===== src/logic/pdc_defs.svh =====
`ifndef PDC_DEFS_SVH
`define PDC_DEFS_SVH

// ****************************************
// Register map
// ****************************************
`define PDC_ADDR_W          10
`define PDC_NUM_REGS        6
`define PDC_OFS_PLL_CTRL    10'h010
`define PDC_OFS_REF_LOW     10'h011
`define PDC_OFS_REF_HIGH    10'h012
`define PDC_OFS_SWALLOW     10'h013
`define PDC_OFS_MAIN_LOW    10'h014
`define PDC_OFS_MAIN_HIGH   10'h015

// ****************************************
// Reset values and implemented-bit masks
// ****************************************
`define PDC_RST_PLL_CTRL    8'h7d
`define PDC_RST_REF_LOW     8'h01
`define PDC_RST_REF_HIGH    8'h00
`define PDC_RST_SWALLOW     8'h00
`define PDC_RST_MAIN_LOW    8'h03
`define PDC_RST_MAIN_HIGH   8'h00
`define PDC_MSK_PLL_CTRL    8'hff
`define PDC_MSK_REF_LOW     8'hff
`define PDC_MSK_REF_HIGH    8'h3f
`define PDC_MSK_SWALLOW     8'h3f
`define PDC_MSK_MAIN_LOW    8'hff
`define PDC_MSK_MAIN_HIGH   8'h1f

// ****************************************
// Field positions in the PLL control register, the divider high registers and the swallow register
// ****************************************
`define PDC_POL_BIT         7
`define PDC_CUR_MSB         6
`define PDC_CUR_LSB         4
`define PDC_MODE_MSB        3
`define PDC_MODE_LSB        2
`define PDC_PWR_MSB         1
`define PDC_PWR_LSB         0
`define PDC_REF_HIGH_MSB    5
`define PDC_SWALLOW_MSB     5
`define PDC_MAIN_HIGH_MSB   4

`endif


===== src/logic/pdc_pkg.sv =====
`default_nettype none
package pdc_pkg;

   // ****************************************
   // Charge pump and PLL power encodings
   // ****************************************
   typedef enum logic [1:0] {
      PDC_PUMP_HIZ    = 2'h0,
      PDC_PUMP_UP     = 2'h1,
      PDC_PUMP_DOWN   = 2'h2,
      PDC_PUMP_NORMAL = 2'h3
   } pdc_pump_e;

   typedef enum logic [1:0] {
      PDC_PWR_RUN        = 2'h0,
      PDC_PWR_ASYNC_DOWN = 2'h1,
      PDC_PWR_UNUSED     = 2'h2,
      PDC_PWR_SYNC_DOWN  = 2'h3
   } pdc_power_e;

endpackage : pdc_pkg
`default_nettype wire


===== src/logic/pdc_byte_reg.sv =====
`timescale 1ns/1ps
`default_nettype none
module pdc_byte_reg #(
   parameter logic [7:0] RESET_VAL = 8'h00,
   parameter logic [7:0] MASK      = 8'hff
) (
   input  wire logic       clk,
   input  wire logic       arst_n,
   input  wire logic       wr_en,
   input  wire logic [7:0] wdata,
   output var  logic [7:0] q
);

   // ****************************************
   // Storage
   // ****************************************
   // Unimplemented bits never store, so they read back as zero
   always_ff @(posedge clk or negedge arst_n) begin
      if (!arst_n) begin
         q <= RESET_VAL & MASK;
      end else if (wr_en) begin
         q <= wdata & MASK;
      end
   end

endmodule : pdc_byte_reg
`default_nettype wire


===== src/logic/pdc_pll_divider_regs.sv =====
`timescale 1ns/1ps
`default_nettype none
`include "pdc_defs.svh"
module pdc_pll_divider_regs (
   input  wire logic                    REF_CLK,
   input  wire logic                    ARST_N,
   input  wire logic [`PDC_ADDR_W-1:0]  REG_ADDR,
   input  wire logic [7:0]              REG_WDATA,
   input  wire logic                    REG_WR,
   input  wire logic                    REG_RD,
   input  wire logic                    USE_INTERNAL_OSC,
   output var  logic [7:0]              REG_RDATA,
   output var  logic                    REG_RVALID,
   output logic                         PHASE_FREQ_DETECTOR_POLARITY,
   output logic [2:0]                   CHARGE_PUMP_CURRENT,
   output logic [1:0]                   CHARGE_PUMP_MODE,
   output logic [1:0]                   PLL_POWER_MODE,
   output logic [13:0]                  REF_DIVIDER,
   output logic [5:0]                   SWALLOW_COUNT,
   output logic [12:0]                  MAIN_COUNT,
   output var  logic                    PUMP_HIZ,
   output var  logic                    PUMP_SOURCE,
   output var  logic                    PUMP_SINK,
   output var  logic                    PLL_RUN,
   output var  logic                    PLL_ASYNC_DOWN,
   output var  logic                    PLL_SYNC_DOWN,
   output var  logic                    POLARITY_CONFLICT
);

   // ****************************************
   // Register table
   // ****************************************
   localparam int NREG = `PDC_NUM_REGS;
   localparam logic [`PDC_ADDR_W-1:0] OFFS [NREG] = '{
      `PDC_OFS_PLL_CTRL, `PDC_OFS_REF_LOW, `PDC_OFS_REF_HIGH,
      `PDC_OFS_SWALLOW, `PDC_OFS_MAIN_LOW, `PDC_OFS_MAIN_HIGH};
   localparam logic [7:0] RSTS [NREG] = '{
      `PDC_RST_PLL_CTRL, `PDC_RST_REF_LOW, `PDC_RST_REF_HIGH,
      `PDC_RST_SWALLOW, `PDC_RST_MAIN_LOW, `PDC_RST_MAIN_HIGH};
   localparam logic [7:0] MSKS [NREG] = '{
      `PDC_MSK_PLL_CTRL, `PDC_MSK_REF_LOW, `PDC_MSK_REF_HIGH,
      `PDC_MSK_SWALLOW, `PDC_MSK_MAIN_LOW, `PDC_MSK_MAIN_HIGH};

   logic [7:0] reg_q [NREG];
   logic [7:0] next_rdata;

   // ****************************************
   // One byte register per map entry
   // ****************************************
   genvar gi;
   generate
      for (gi = 0; gi < NREG; gi++) begin : g_reg
         pdc_byte_reg #(
            .RESET_VAL (RSTS[gi]),
            .MASK      (MSKS[gi])
         ) u_reg (
            .clk    (REF_CLK),
            .arst_n (ARST_N),
            .wr_en  (REG_WR && (REG_ADDR == OFFS[gi])),
            .wdata  (REG_WDATA),
            .q      (reg_q[gi])
         );
      end
   endgenerate

   // ****************************************
   // Field outputs, taken straight from the register flops
   // ****************************************
   assign PHASE_FREQ_DETECTOR_POLARITY = reg_q[0][`PDC_POL_BIT];
   assign CHARGE_PUMP_CURRENT = reg_q[0][`PDC_CUR_MSB:`PDC_CUR_LSB];
   assign CHARGE_PUMP_MODE    = reg_q[0][`PDC_MODE_MSB:`PDC_MODE_LSB];
   assign PLL_POWER_MODE      = reg_q[0][`PDC_PWR_MSB:`PDC_PWR_LSB];
   // Divider words join only the defined fields, so stray writes to unused bits cannot leak in
   assign REF_DIVIDER   = {reg_q[2][`PDC_REF_HIGH_MSB:0], reg_q[1]};
   assign SWALLOW_COUNT = reg_q[3][`PDC_SWALLOW_MSB:0];
   assign MAIN_COUNT    = {reg_q[5][`PDC_MAIN_HIGH_MSB:0], reg_q[4]};

   // ****************************************
   // Read mux
   // ****************************************
   // Unmapped addresses read zero rather than holding stale data
   always_comb begin
      next_rdata = 8'h00;
      for (int i = 0; i < NREG; i++) begin
         if (REG_ADDR == OFFS[i]) begin
            next_rdata = reg_q[i];
         end
      end
   end

   // Read data is captured on the strobe and held until the next read
   always_ff @(posedge REF_CLK or negedge ARST_N) begin
      if (!ARST_N) begin
         REG_RDATA  <= 8'h00;
         REG_RVALID <= 1'b0;
      end else begin
         REG_RVALID <= REG_RD;
         if (REG_RD) begin
            REG_RDATA <= next_rdata;
         end
      end
   end

   // ****************************************
   // Charge pump mode decode
   // ****************************************
   // Registered so every strobe to the analog side comes off a flop, one cycle after the field
   always_ff @(posedge REF_CLK or negedge ARST_N) begin
      if (!ARST_N) begin
         PUMP_HIZ    <= 1'b0;
         PUMP_SOURCE <= 1'b0;
         PUMP_SINK   <= 1'b0;
      end else begin
         PUMP_HIZ    <= 1'b0;
         PUMP_SOURCE <= 1'b0;
         PUMP_SINK   <= 1'b0;
         case (pdc_pkg::pdc_pump_e'(CHARGE_PUMP_MODE))
            pdc_pkg::PDC_PUMP_HIZ:    PUMP_HIZ    <= 1'b1;
            pdc_pkg::PDC_PUMP_UP:     PUMP_SOURCE <= 1'b1;
            pdc_pkg::PDC_PUMP_DOWN:   PUMP_SINK   <= 1'b1;
            pdc_pkg::PDC_PUMP_NORMAL: PUMP_HIZ    <= 1'b0;
            default:                  PUMP_HIZ    <= 1'b1;
         endcase
      end
   end

   // ****************************************
   // PLL power decode
   // ****************************************
   // The unused code keeps the loop off; running it there would be a guess
   always_ff @(posedge REF_CLK or negedge ARST_N) begin
      if (!ARST_N) begin
         PLL_RUN        <= 1'b0;
         PLL_ASYNC_DOWN <= 1'b1;
         PLL_SYNC_DOWN  <= 1'b0;
      end else begin
         PLL_RUN        <= 1'b0;
         PLL_ASYNC_DOWN <= 1'b0;
         PLL_SYNC_DOWN  <= 1'b0;
         case (pdc_pkg::pdc_power_e'(PLL_POWER_MODE))
            pdc_pkg::PDC_PWR_RUN:        PLL_RUN        <= 1'b1;
            pdc_pkg::PDC_PWR_ASYNC_DOWN: PLL_ASYNC_DOWN <= 1'b1;
            pdc_pkg::PDC_PWR_SYNC_DOWN:  PLL_SYNC_DOWN  <= 1'b1;
            pdc_pkg::PDC_PWR_UNUSED:     PLL_RUN        <= 1'b0;
            default:                     PLL_ASYNC_DOWN <= 1'b1;
         endcase
      end
   end

   // ****************************************
   // Polarity check
   // ****************************************
   // Hardware only flags the bad setting; keeping it right is up to software
   always_ff @(posedge REF_CLK or negedge ARST_N) begin
      if (!ARST_N) begin
         POLARITY_CONFLICT <= 1'b0;
      end else begin
         POLARITY_CONFLICT <= USE_INTERNAL_OSC && PHASE_FREQ_DETECTOR_POLARITY;
      end
   end

   // ****************************************
   // Assertions
   // ****************************************
   a_pump_hiz_mode: assert property (@(posedge REF_CLK) disable iff (!ARST_N)
      (CHARGE_PUMP_MODE == 2'h0) |=> (PUMP_HIZ && !PUMP_SOURCE && !PUMP_SINK))
      else $error("Pump mode 00 did not give high impedance");

   a_pump_normal_mode: assert property (@(posedge REF_CLK) disable iff (!ARST_N)
      (CHARGE_PUMP_MODE == 2'h3) |=> !(PUMP_HIZ || PUMP_SOURCE || PUMP_SINK))
      else $error("Normal pump mode drove a forced strobe");

   a_pll_power_run: assert property (@(posedge REF_CLK) disable iff (!ARST_N)
      (PLL_POWER_MODE == 2'h0) ##1 (PLL_POWER_MODE == 2'h0) |-> PLL_RUN && !PLL_ASYNC_DOWN)
      else $error("Power code 00 did not run the loop");

   a_pll_power_down: assert property (@(posedge REF_CLK) disable iff (!ARST_N)
      (PLL_POWER_MODE == 2'h1) |=> (PLL_ASYNC_DOWN && !PLL_RUN && !PLL_SYNC_DOWN))
      else $error("Power code 01 did not give asynchronous power-down");

   a_pump_up_mode: assert property (@(posedge REF_CLK) disable iff (!ARST_N)
      (CHARGE_PUMP_MODE == 2'h1) |=> (PUMP_SOURCE && !PUMP_HIZ && !PUMP_SINK))
      else $error("Pump mode 01 did not give constant pump up");

   a_pump_down_mode: assert property (@(posedge REF_CLK) disable iff (!ARST_N)
      (CHARGE_PUMP_MODE == 2'h2) |=> (PUMP_SINK && !PUMP_HIZ && !PUMP_SOURCE))
      else $error("Pump mode 10 did not give constant pump down");

   a_pll_sync_down: assert property (@(posedge REF_CLK) disable iff (!ARST_N)
      (PLL_POWER_MODE == 2'h3) |=> (PLL_SYNC_DOWN && !PLL_RUN && !PLL_ASYNC_DOWN))
      else $error("Power code 11 did not give synchronous power-down");

   a_pll_unused_off: assert property (@(posedge REF_CLK) disable iff (!ARST_N)
      (PLL_POWER_MODE == 2'h2) |=> !(PLL_RUN || PLL_ASYNC_DOWN || PLL_SYNC_DOWN))
      else $error("Unused power code drove a power decode");

   a_ref_low_write: assert property (@(posedge REF_CLK) disable iff (!ARST_N)
      (REG_WR && REG_ADDR == `PDC_OFS_REF_LOW) |=> (REF_DIVIDER[7:0] == $past(REG_WDATA)))
      else $error("Reference divider low byte not written");

   a_ref_high_write: assert property (@(posedge REF_CLK) disable iff (!ARST_N)
      (REG_WR && REG_ADDR == `PDC_OFS_REF_HIGH) |=> (REF_DIVIDER[13:8] == $past(REG_WDATA[5:0])))
      else $error("Reference divider upper bits not written");

   a_swallow_write: assert property (@(posedge REF_CLK) disable iff (!ARST_N)
      (REG_WR && REG_ADDR == `PDC_OFS_SWALLOW) |=> (SWALLOW_COUNT == $past(REG_WDATA[5:0])))
      else $error("Swallow count not written");

   a_main_low_write: assert property (@(posedge REF_CLK) disable iff (!ARST_N)
      (REG_WR && REG_ADDR == `PDC_OFS_MAIN_LOW) |=> (MAIN_COUNT[7:0] == $past(REG_WDATA)))
      else $error("Main count low byte not written");

   a_main_high_write: assert property (@(posedge REF_CLK) disable iff (!ARST_N)
      (REG_WR && REG_ADDR == `PDC_OFS_MAIN_HIGH) |=> (MAIN_COUNT[12:8] == $past(REG_WDATA[4:0])))
      else $error("Main count upper bits not written");

   a_polarity_flag: assert property (@(posedge REF_CLK) disable iff (!ARST_N)
      (USE_INTERNAL_OSC && PHASE_FREQ_DETECTOR_POLARITY) |=> POLARITY_CONFLICT)
      else $error("Negative polarity with internal oscillator not flagged");

   a_unused_read_zero: assert property (@(posedge REF_CLK) disable iff (!ARST_N)
      (REG_RD && (REG_ADDR == `PDC_OFS_REF_HIGH || REG_ADDR == `PDC_OFS_SWALLOW))
      |=> (REG_RVALID && REG_RDATA[7:6] == 2'h0))
      else $error("Unused divider bits read non-zero");

   a_unused_main_zero: assert property (@(posedge REF_CLK) disable iff (!ARST_N)
      (REG_RD && REG_ADDR == `PDC_OFS_MAIN_HIGH) |=> (REG_RVALID && REG_RDATA[7:5] == 3'h0))
      else $error("Unused main count bits read non-zero");

endmodule : pdc_pll_divider_regs
`default_nettype wire


===== config.mk =====
export PLATFORM = sky130hd
export DESIGN_NAME = pdc_pll_divider_regs
export DESIGN_NICKNAME = d
export VERILOG_FILES = /design/src/logic/pdc_pkg.sv /design/src/logic/pdc_byte_reg.sv /design/src/logic/pdc_pll_divider_regs.sv
export VERILOG_INCLUDE_DIRS = /design/src /design/src/logic
export SDC_FILE = /design/constraint.sdc
export NUM_CORES = 1
export LEC_CHECK = 0
export BUFFER_PORTS_ARGS = -buffer_cell sky130_fd_sc_hd__buf_2
export CORE_ASPECT_RATIO = 0.7
export CORE_UTILIZATION = 30
export CTS_BUF_LIST = sky130_fd_sc_hd__clkbuf_8 sky130_fd_sc_hd__clkbuf_16
export DETAILED_ROUTE_END_ITERATION = 6
export PLACE_DENSITY = 0.61
export SETUP_SLACK_MARGIN = 0.15
export SLEW_MARGIN = 20
export SYNTH_ARGS = -nofsm -noshare
export SYNTH_HDL_FRONTEND = slang
export SYNTH_SLANG_ARGS = --single-unit

===== constraint.sdc =====
create_clock -name REF_CLK -period 1.57 [get_ports REF_CLK]
set_input_delay 0.157 -clock REF_CLK [delete_from_list [all_inputs] [get_ports REF_CLK]]
set_output_delay 0.157 -clock REF_CLK [all_outputs]
set_load 0.02 [all_outputs]

# == After elaboration in Yosys (flattened, before gate mapping) ==
# Index checks and enable logic that the tools add are counted.
# classes
n_eq_ne,10
n_mux,12
n_reduce_logical,9
# ops
op,n
10-bit by 5-bit == test with 1-bit output (second input constant),6
8-bit 2-to-1 mux,6
1-bit logical AND,7
1-bit 2-to-1 mux,6
2-bit by 1-bit == test with 1-bit output (second input constant),2
2-bit == test (second input constant),2
2-bit zero test,2
# word_totals
ff_bits,57
output_inout_bits,57
wordCells,46

# == Depth between registers and ports, before layout ==
# logic_depth
depth_word,7
ltp_mapped,6

# == Hierarchy ==
# Synthesis repeated with hierarchy kept, for this count alone.
# hier_totals
cells_unflattened,229
area_unflattened_um2,2839.0
# by_module_without_submodules
module,n_inst,cells_per_inst,area_each_um2,seq_area_each_um2
pdc_pll_divider_regs,1,132,1084.8,401.6
pdc_byte_reg at g_reg[2].u_reg ...,2,16,270.3,150.1
pdc_byte_reg at g_reg[0].u_reg,1,17,339.1,207.7
pdc_byte_reg at g_reg[4].u_reg,1,17,334.1,202.7
pdc_byte_reg at g_reg[1].u_reg,1,17,332.8,201.4
pdc_byte_reg at g_reg[5].u_reg,1,14,207.7,125.1

# == Worst setup path before layout ==
# No wires, ideal clock.
# synth_path
path_type,input to register
startpoint,input REG_ADDR[9]
endpoint,register g_reg[2].u_reg.q[0]
setup_ns,0.125
t_arrival_ns,1.201
slack_ns,0.245
stages,5
n_path_buf,1
path_cell_list,nor4_2 > and3_2 > buf_12 > nand4_4 > mux2_2
# synth_between
elab_chain_len,2
# synth_rtl
element,line,text
"start, declared",pdc_pll_divider_regs.sv:7,"input wire logic [`PDC_ADDR_W-1:0] REG_ADDR,"
10-bit by 5-bit == test with 1-bit output,pdc_pll_divider_regs.sv:59,".wr_en (REG_WR && (REG_ADDR == OFFS[gi])),"
1-bit logical AND,pdc_pll_divider_regs.sv:59,
"end signal, assigned",pdc_byte_reg.sv:20,q <= RESET_VAL & MASK;
"end signal, assigned",pdc_byte_reg.sv:22,q <= wdata & MASK;
"end, declared",pdc_byte_reg.sv:11,output var logic [7:0] q
# No other way between the ends.
# A chain may end at the register's enable or synchronous reset.

# == Final worst setup path ==
# layout_path
startpoint,register g_reg[1].u_reg.q[1]
endpoint,register REG_RDATA[1]
# layout_between
elab_chain_len,5
# layout_rtl
element,line,text
"start, declared",pdc_byte_reg.sv:11,
"start signal, assigned",pdc_byte_reg.sv:20,
"start signal, assigned",pdc_byte_reg.sv:22,
8-bit 2-to-1 mux (5 in a row),pdc_pll_divider_regs.sv:85,if (REG_ADDR == OFFS[i]) begin
"end signal, assigned",pdc_pll_divider_regs.sv:99,REG_RDATA <= next_rdata;
"end, declared",pdc_pll_divider_regs.sv:12,"output var logic [7:0] REG_RDATA,"
# No other way between the ends.

==> metrics <==
I/O pin total 80; CTS tree done; required time of the critical path 1770 ps; clock slew at the register clock pins of the worst setup and hold paths 50 ps; number of remaining DRC errors 0; final hold vios 0; Worst setup SP type flop; final clock period utilization by the worst path 87.4%; Yosys cell types 32; worst max-slew margin expressed relative to the limit 74.2%; post-CTS setup repair buffer count 0; netlist area before placement 2570 um2; total power draw 3.68 mW; # Max-Cap Violations 0; area taken by multi-input logic gates 1070 um2; part of the total power dissipated in combinational logic 6.7%; TritonCTS Buffers 9; synth-to-layout area growth 36.1%; Final Max Slew Viols 0; worst reg-to-reg path cell count 4; run status complete, no violations; number of vias in the routed layout 1,904; cell count after synthesis 187; Layout Utilization 43.4%; first-pass GRT wire length 10.8 mm; standard-cell rows 27; post-layout net count 310; maximum fanout encountered on the critical timing path 3; x dimension of the die 113 um; remaining antenna violation count 0; total of buffers placed on input and output ports 79; height of the chip 79.5 um; number of global-route vias before repair 1,935; Internal Dissipation 2.88 mW; portion of total power attributed to the clock network 52.3%; signal arrival time at the worst endpoint 1570 ps; fraction of final layout cells sized beyond drive strength 1 58.9%; post-synth net total 210; number of antenna violations at the first check in global routing 0; register bit total from synthesis 57; average vias per placed instance 4.84; worst-case vdd ir drop 0.489 mV; sum of routed wire length over all layers 6.82 mm; initial core utilization 31.9%; average wire length per cell after detail routing 17.3 um; Clock Tree Root clkbuf_16; storage element area 1440 um2; filler cell count in the final layout 751; grt total ovfl 0; Net Sw Power 798 uW; number of endpoints failing setup at the final stage 0; Static Leakage 1.82 nW; drt first-iter violations 66; largest buffer count on any clock path 2; transition at the pin with the smallest max-transition slack 387 ps; hpwl dp 5.01 mm; worst hold path type primary input to flop; Total Routing Usage GR 16.7%; deepest level of the CTS H-tree 3; Worst Skew 7.06 ps; Ys Warns 0; number of clock sinks 57; Die Area 8960 um2; register share of total power 41.0%; worst hold path cell count 1; net switching share of the total power 21.7%; sequential-to-total area share from yosys stat 55.9%; maximum number of pins on one net before global-route repair 44; antenna fix cells 0; clk_lat worst skew 320 ps; capturing element type of the critical path flop; placer congestion estimate 0.758; count of TritonRoute iterations in the first routing pass 4; RSZ-0062 raised after global routing false; power per unit of standard cell area 1050 nW/um2; Post-Route Setup TNS 0 ps; per-instance average area after synthesis 13.8 um2; critical path start-end classification flop to flop; total core area 8070 um2; peak clock frequency supported by timing 729 MHz; fin crit period 1370 ps
## cells in the final DEF, fill, tap and decap left out, drive strengths merged, types with 2 or more instances in the layout
cell / n
buf: 94
dfrtp: 47
mux2: 41
nor2: 15
a21oi: 11
clkbuf: 11
dfstp: 10
inv: 7
mux2i: 7
nand2: 5
nand3: 5
o2bb2ai: 4
and2: 3
nor2b: 3
o21ai: 3
mux4: 3
nand2b: 2
nand4: 2
nand3b: 2
nor4bb: 2
clkinv: 2
## logic make-up after synthesis
kind of cell	synth area share (%)
buf+inv	2.48
simple gates	12.6
flops	55.9
mux	23.3
compound gates	5.69
## routing by layer
layer / vias up / part of all wire (%) / global-route usage (%)
li1: 883 / - / -
met1: 935 / 50 / 23.5
met2: 81 / 42 / 23.6
met3: 5 / 7.1 / 6.53
met4: 0 / 0.62 / 4.00
met5: - / 0 / 0
## state kept, by name, summed over array words and instances (netlist names)
name / flops
REG_RVALID: 1
PUMP_HIZ: 1
PLL_RUN: 1
POLARITY_CONFLICT: 1
PLL_ASYNC_DOWN: 1
PUMP_SINK: 1
g.u_reg.q: 41
PUMP_SOURCE: 1
REG_RDATA: 8
PLL_SYNC_DOWN: 1
## worst paths after layout
check	slack, ps	end	startpoint
worst max-delay path	200	REG_RDATA[1]	g_reg[1].u_reg.q[1]
min in group asynchronous	290	REG_RDATA[5]	ARST_N
worst max register to register	200	REG_RDATA[1]	g_reg[1].u_reg.q[1]
worst min-delay path	20	REG_RVALID	REG_RD
max in group asynchronous	650	g_reg[0].u_reg.q[3]	ARST_N
worst min register to register	500	REG_RDATA[4]	REG_RDATA[4]
## per-stage QoR
step	std cells	instance area [um2]	setup WS, ps	hold slack [ps]
final	393	3500	199	21.8
after global routing	393	3500	157	12.9
after CTS	393	3500	187	10.2
after detailed placement	376	3190	-25.6	98.7
after global placement	376	3190	-3.91	92.4
after floorplan	187	2570	245	-139
## cells in the mapped netlist, drive strengths merged
cell | count | area (um2)
a211oi | 1 | 7.51
o21ai | 3 | 15.0
buf | 6 | 45.0
or2 | 1 | 6.26
nand2b | 2 | 12.5
mux2 | 41 | 462
dfrtp | 47 | 1180
nor3 | 1 | 5.00
nor4 | 1 | 12.5
dfstp | 10 | 263
nand4 | 2 | 42.5
nand3b | 2 | 15.0
nand3 | 5 | 75.1
nor2b | 3 | 18.8
and3 | 1 | 7.51
a21oi | 11 | 55.1
mux2i | 7 | 70.1
o31ai | 1 | 7.51
nor4bb | 2 | 20.0
a32oi | 1 | 8.76
o32ai | 1 | 8.76
and2 | 3 | 18.8
nor2 | 15 | 56.3
mux4 | 3 | 67.6
inv | 5 | 18.8
and2b | 1 | 7.51
nand2 | 5 | 18.8
o2bb2ai | 4 | 35.0
o221ai | 1 | 8.76
nor3b | 1 | 7.51
## repair_timing
item                       in CTS  in global routing
hold endpoints to repair       14                  0
gates resized for setup         0                  1
setup endpoints to repair       0                  1
hold buffers                    1                  0
## area by class of cell
type | count | share of cell area [%]
Clock buffer | 11 | 7.22
Tap cell | 101 | 3.61
Sequential cell | 57 | 41.1
Multi-Input combinational cell | 119 | 30.7
Inverter | 5 | 0.536
Clock inverter | 5 | 1.36
Timing Repair Buffer | 95 | 15.5
## power groups by stage
stage,logic (mW),clock network [mW],registers (mW)
6_report,0.246,1.92,1.51
5_1_grt,0.269,2.05,1.51
4_1_cts,0.250,1.98,1.51
3_5_place_dp,0.246,0,1.53
3_3_place_gp,0.243,0,1.53
2_1_floorplan,0.0810,0,1.56
## critical path, cell delays in order (launching register included)
cell,delay (ps)
dfrtp_1,400
mux4_2,480
a21oi_1,170
buf_4,140
o2bb2ai_1,60
Power figures use the tool's default switching activity.
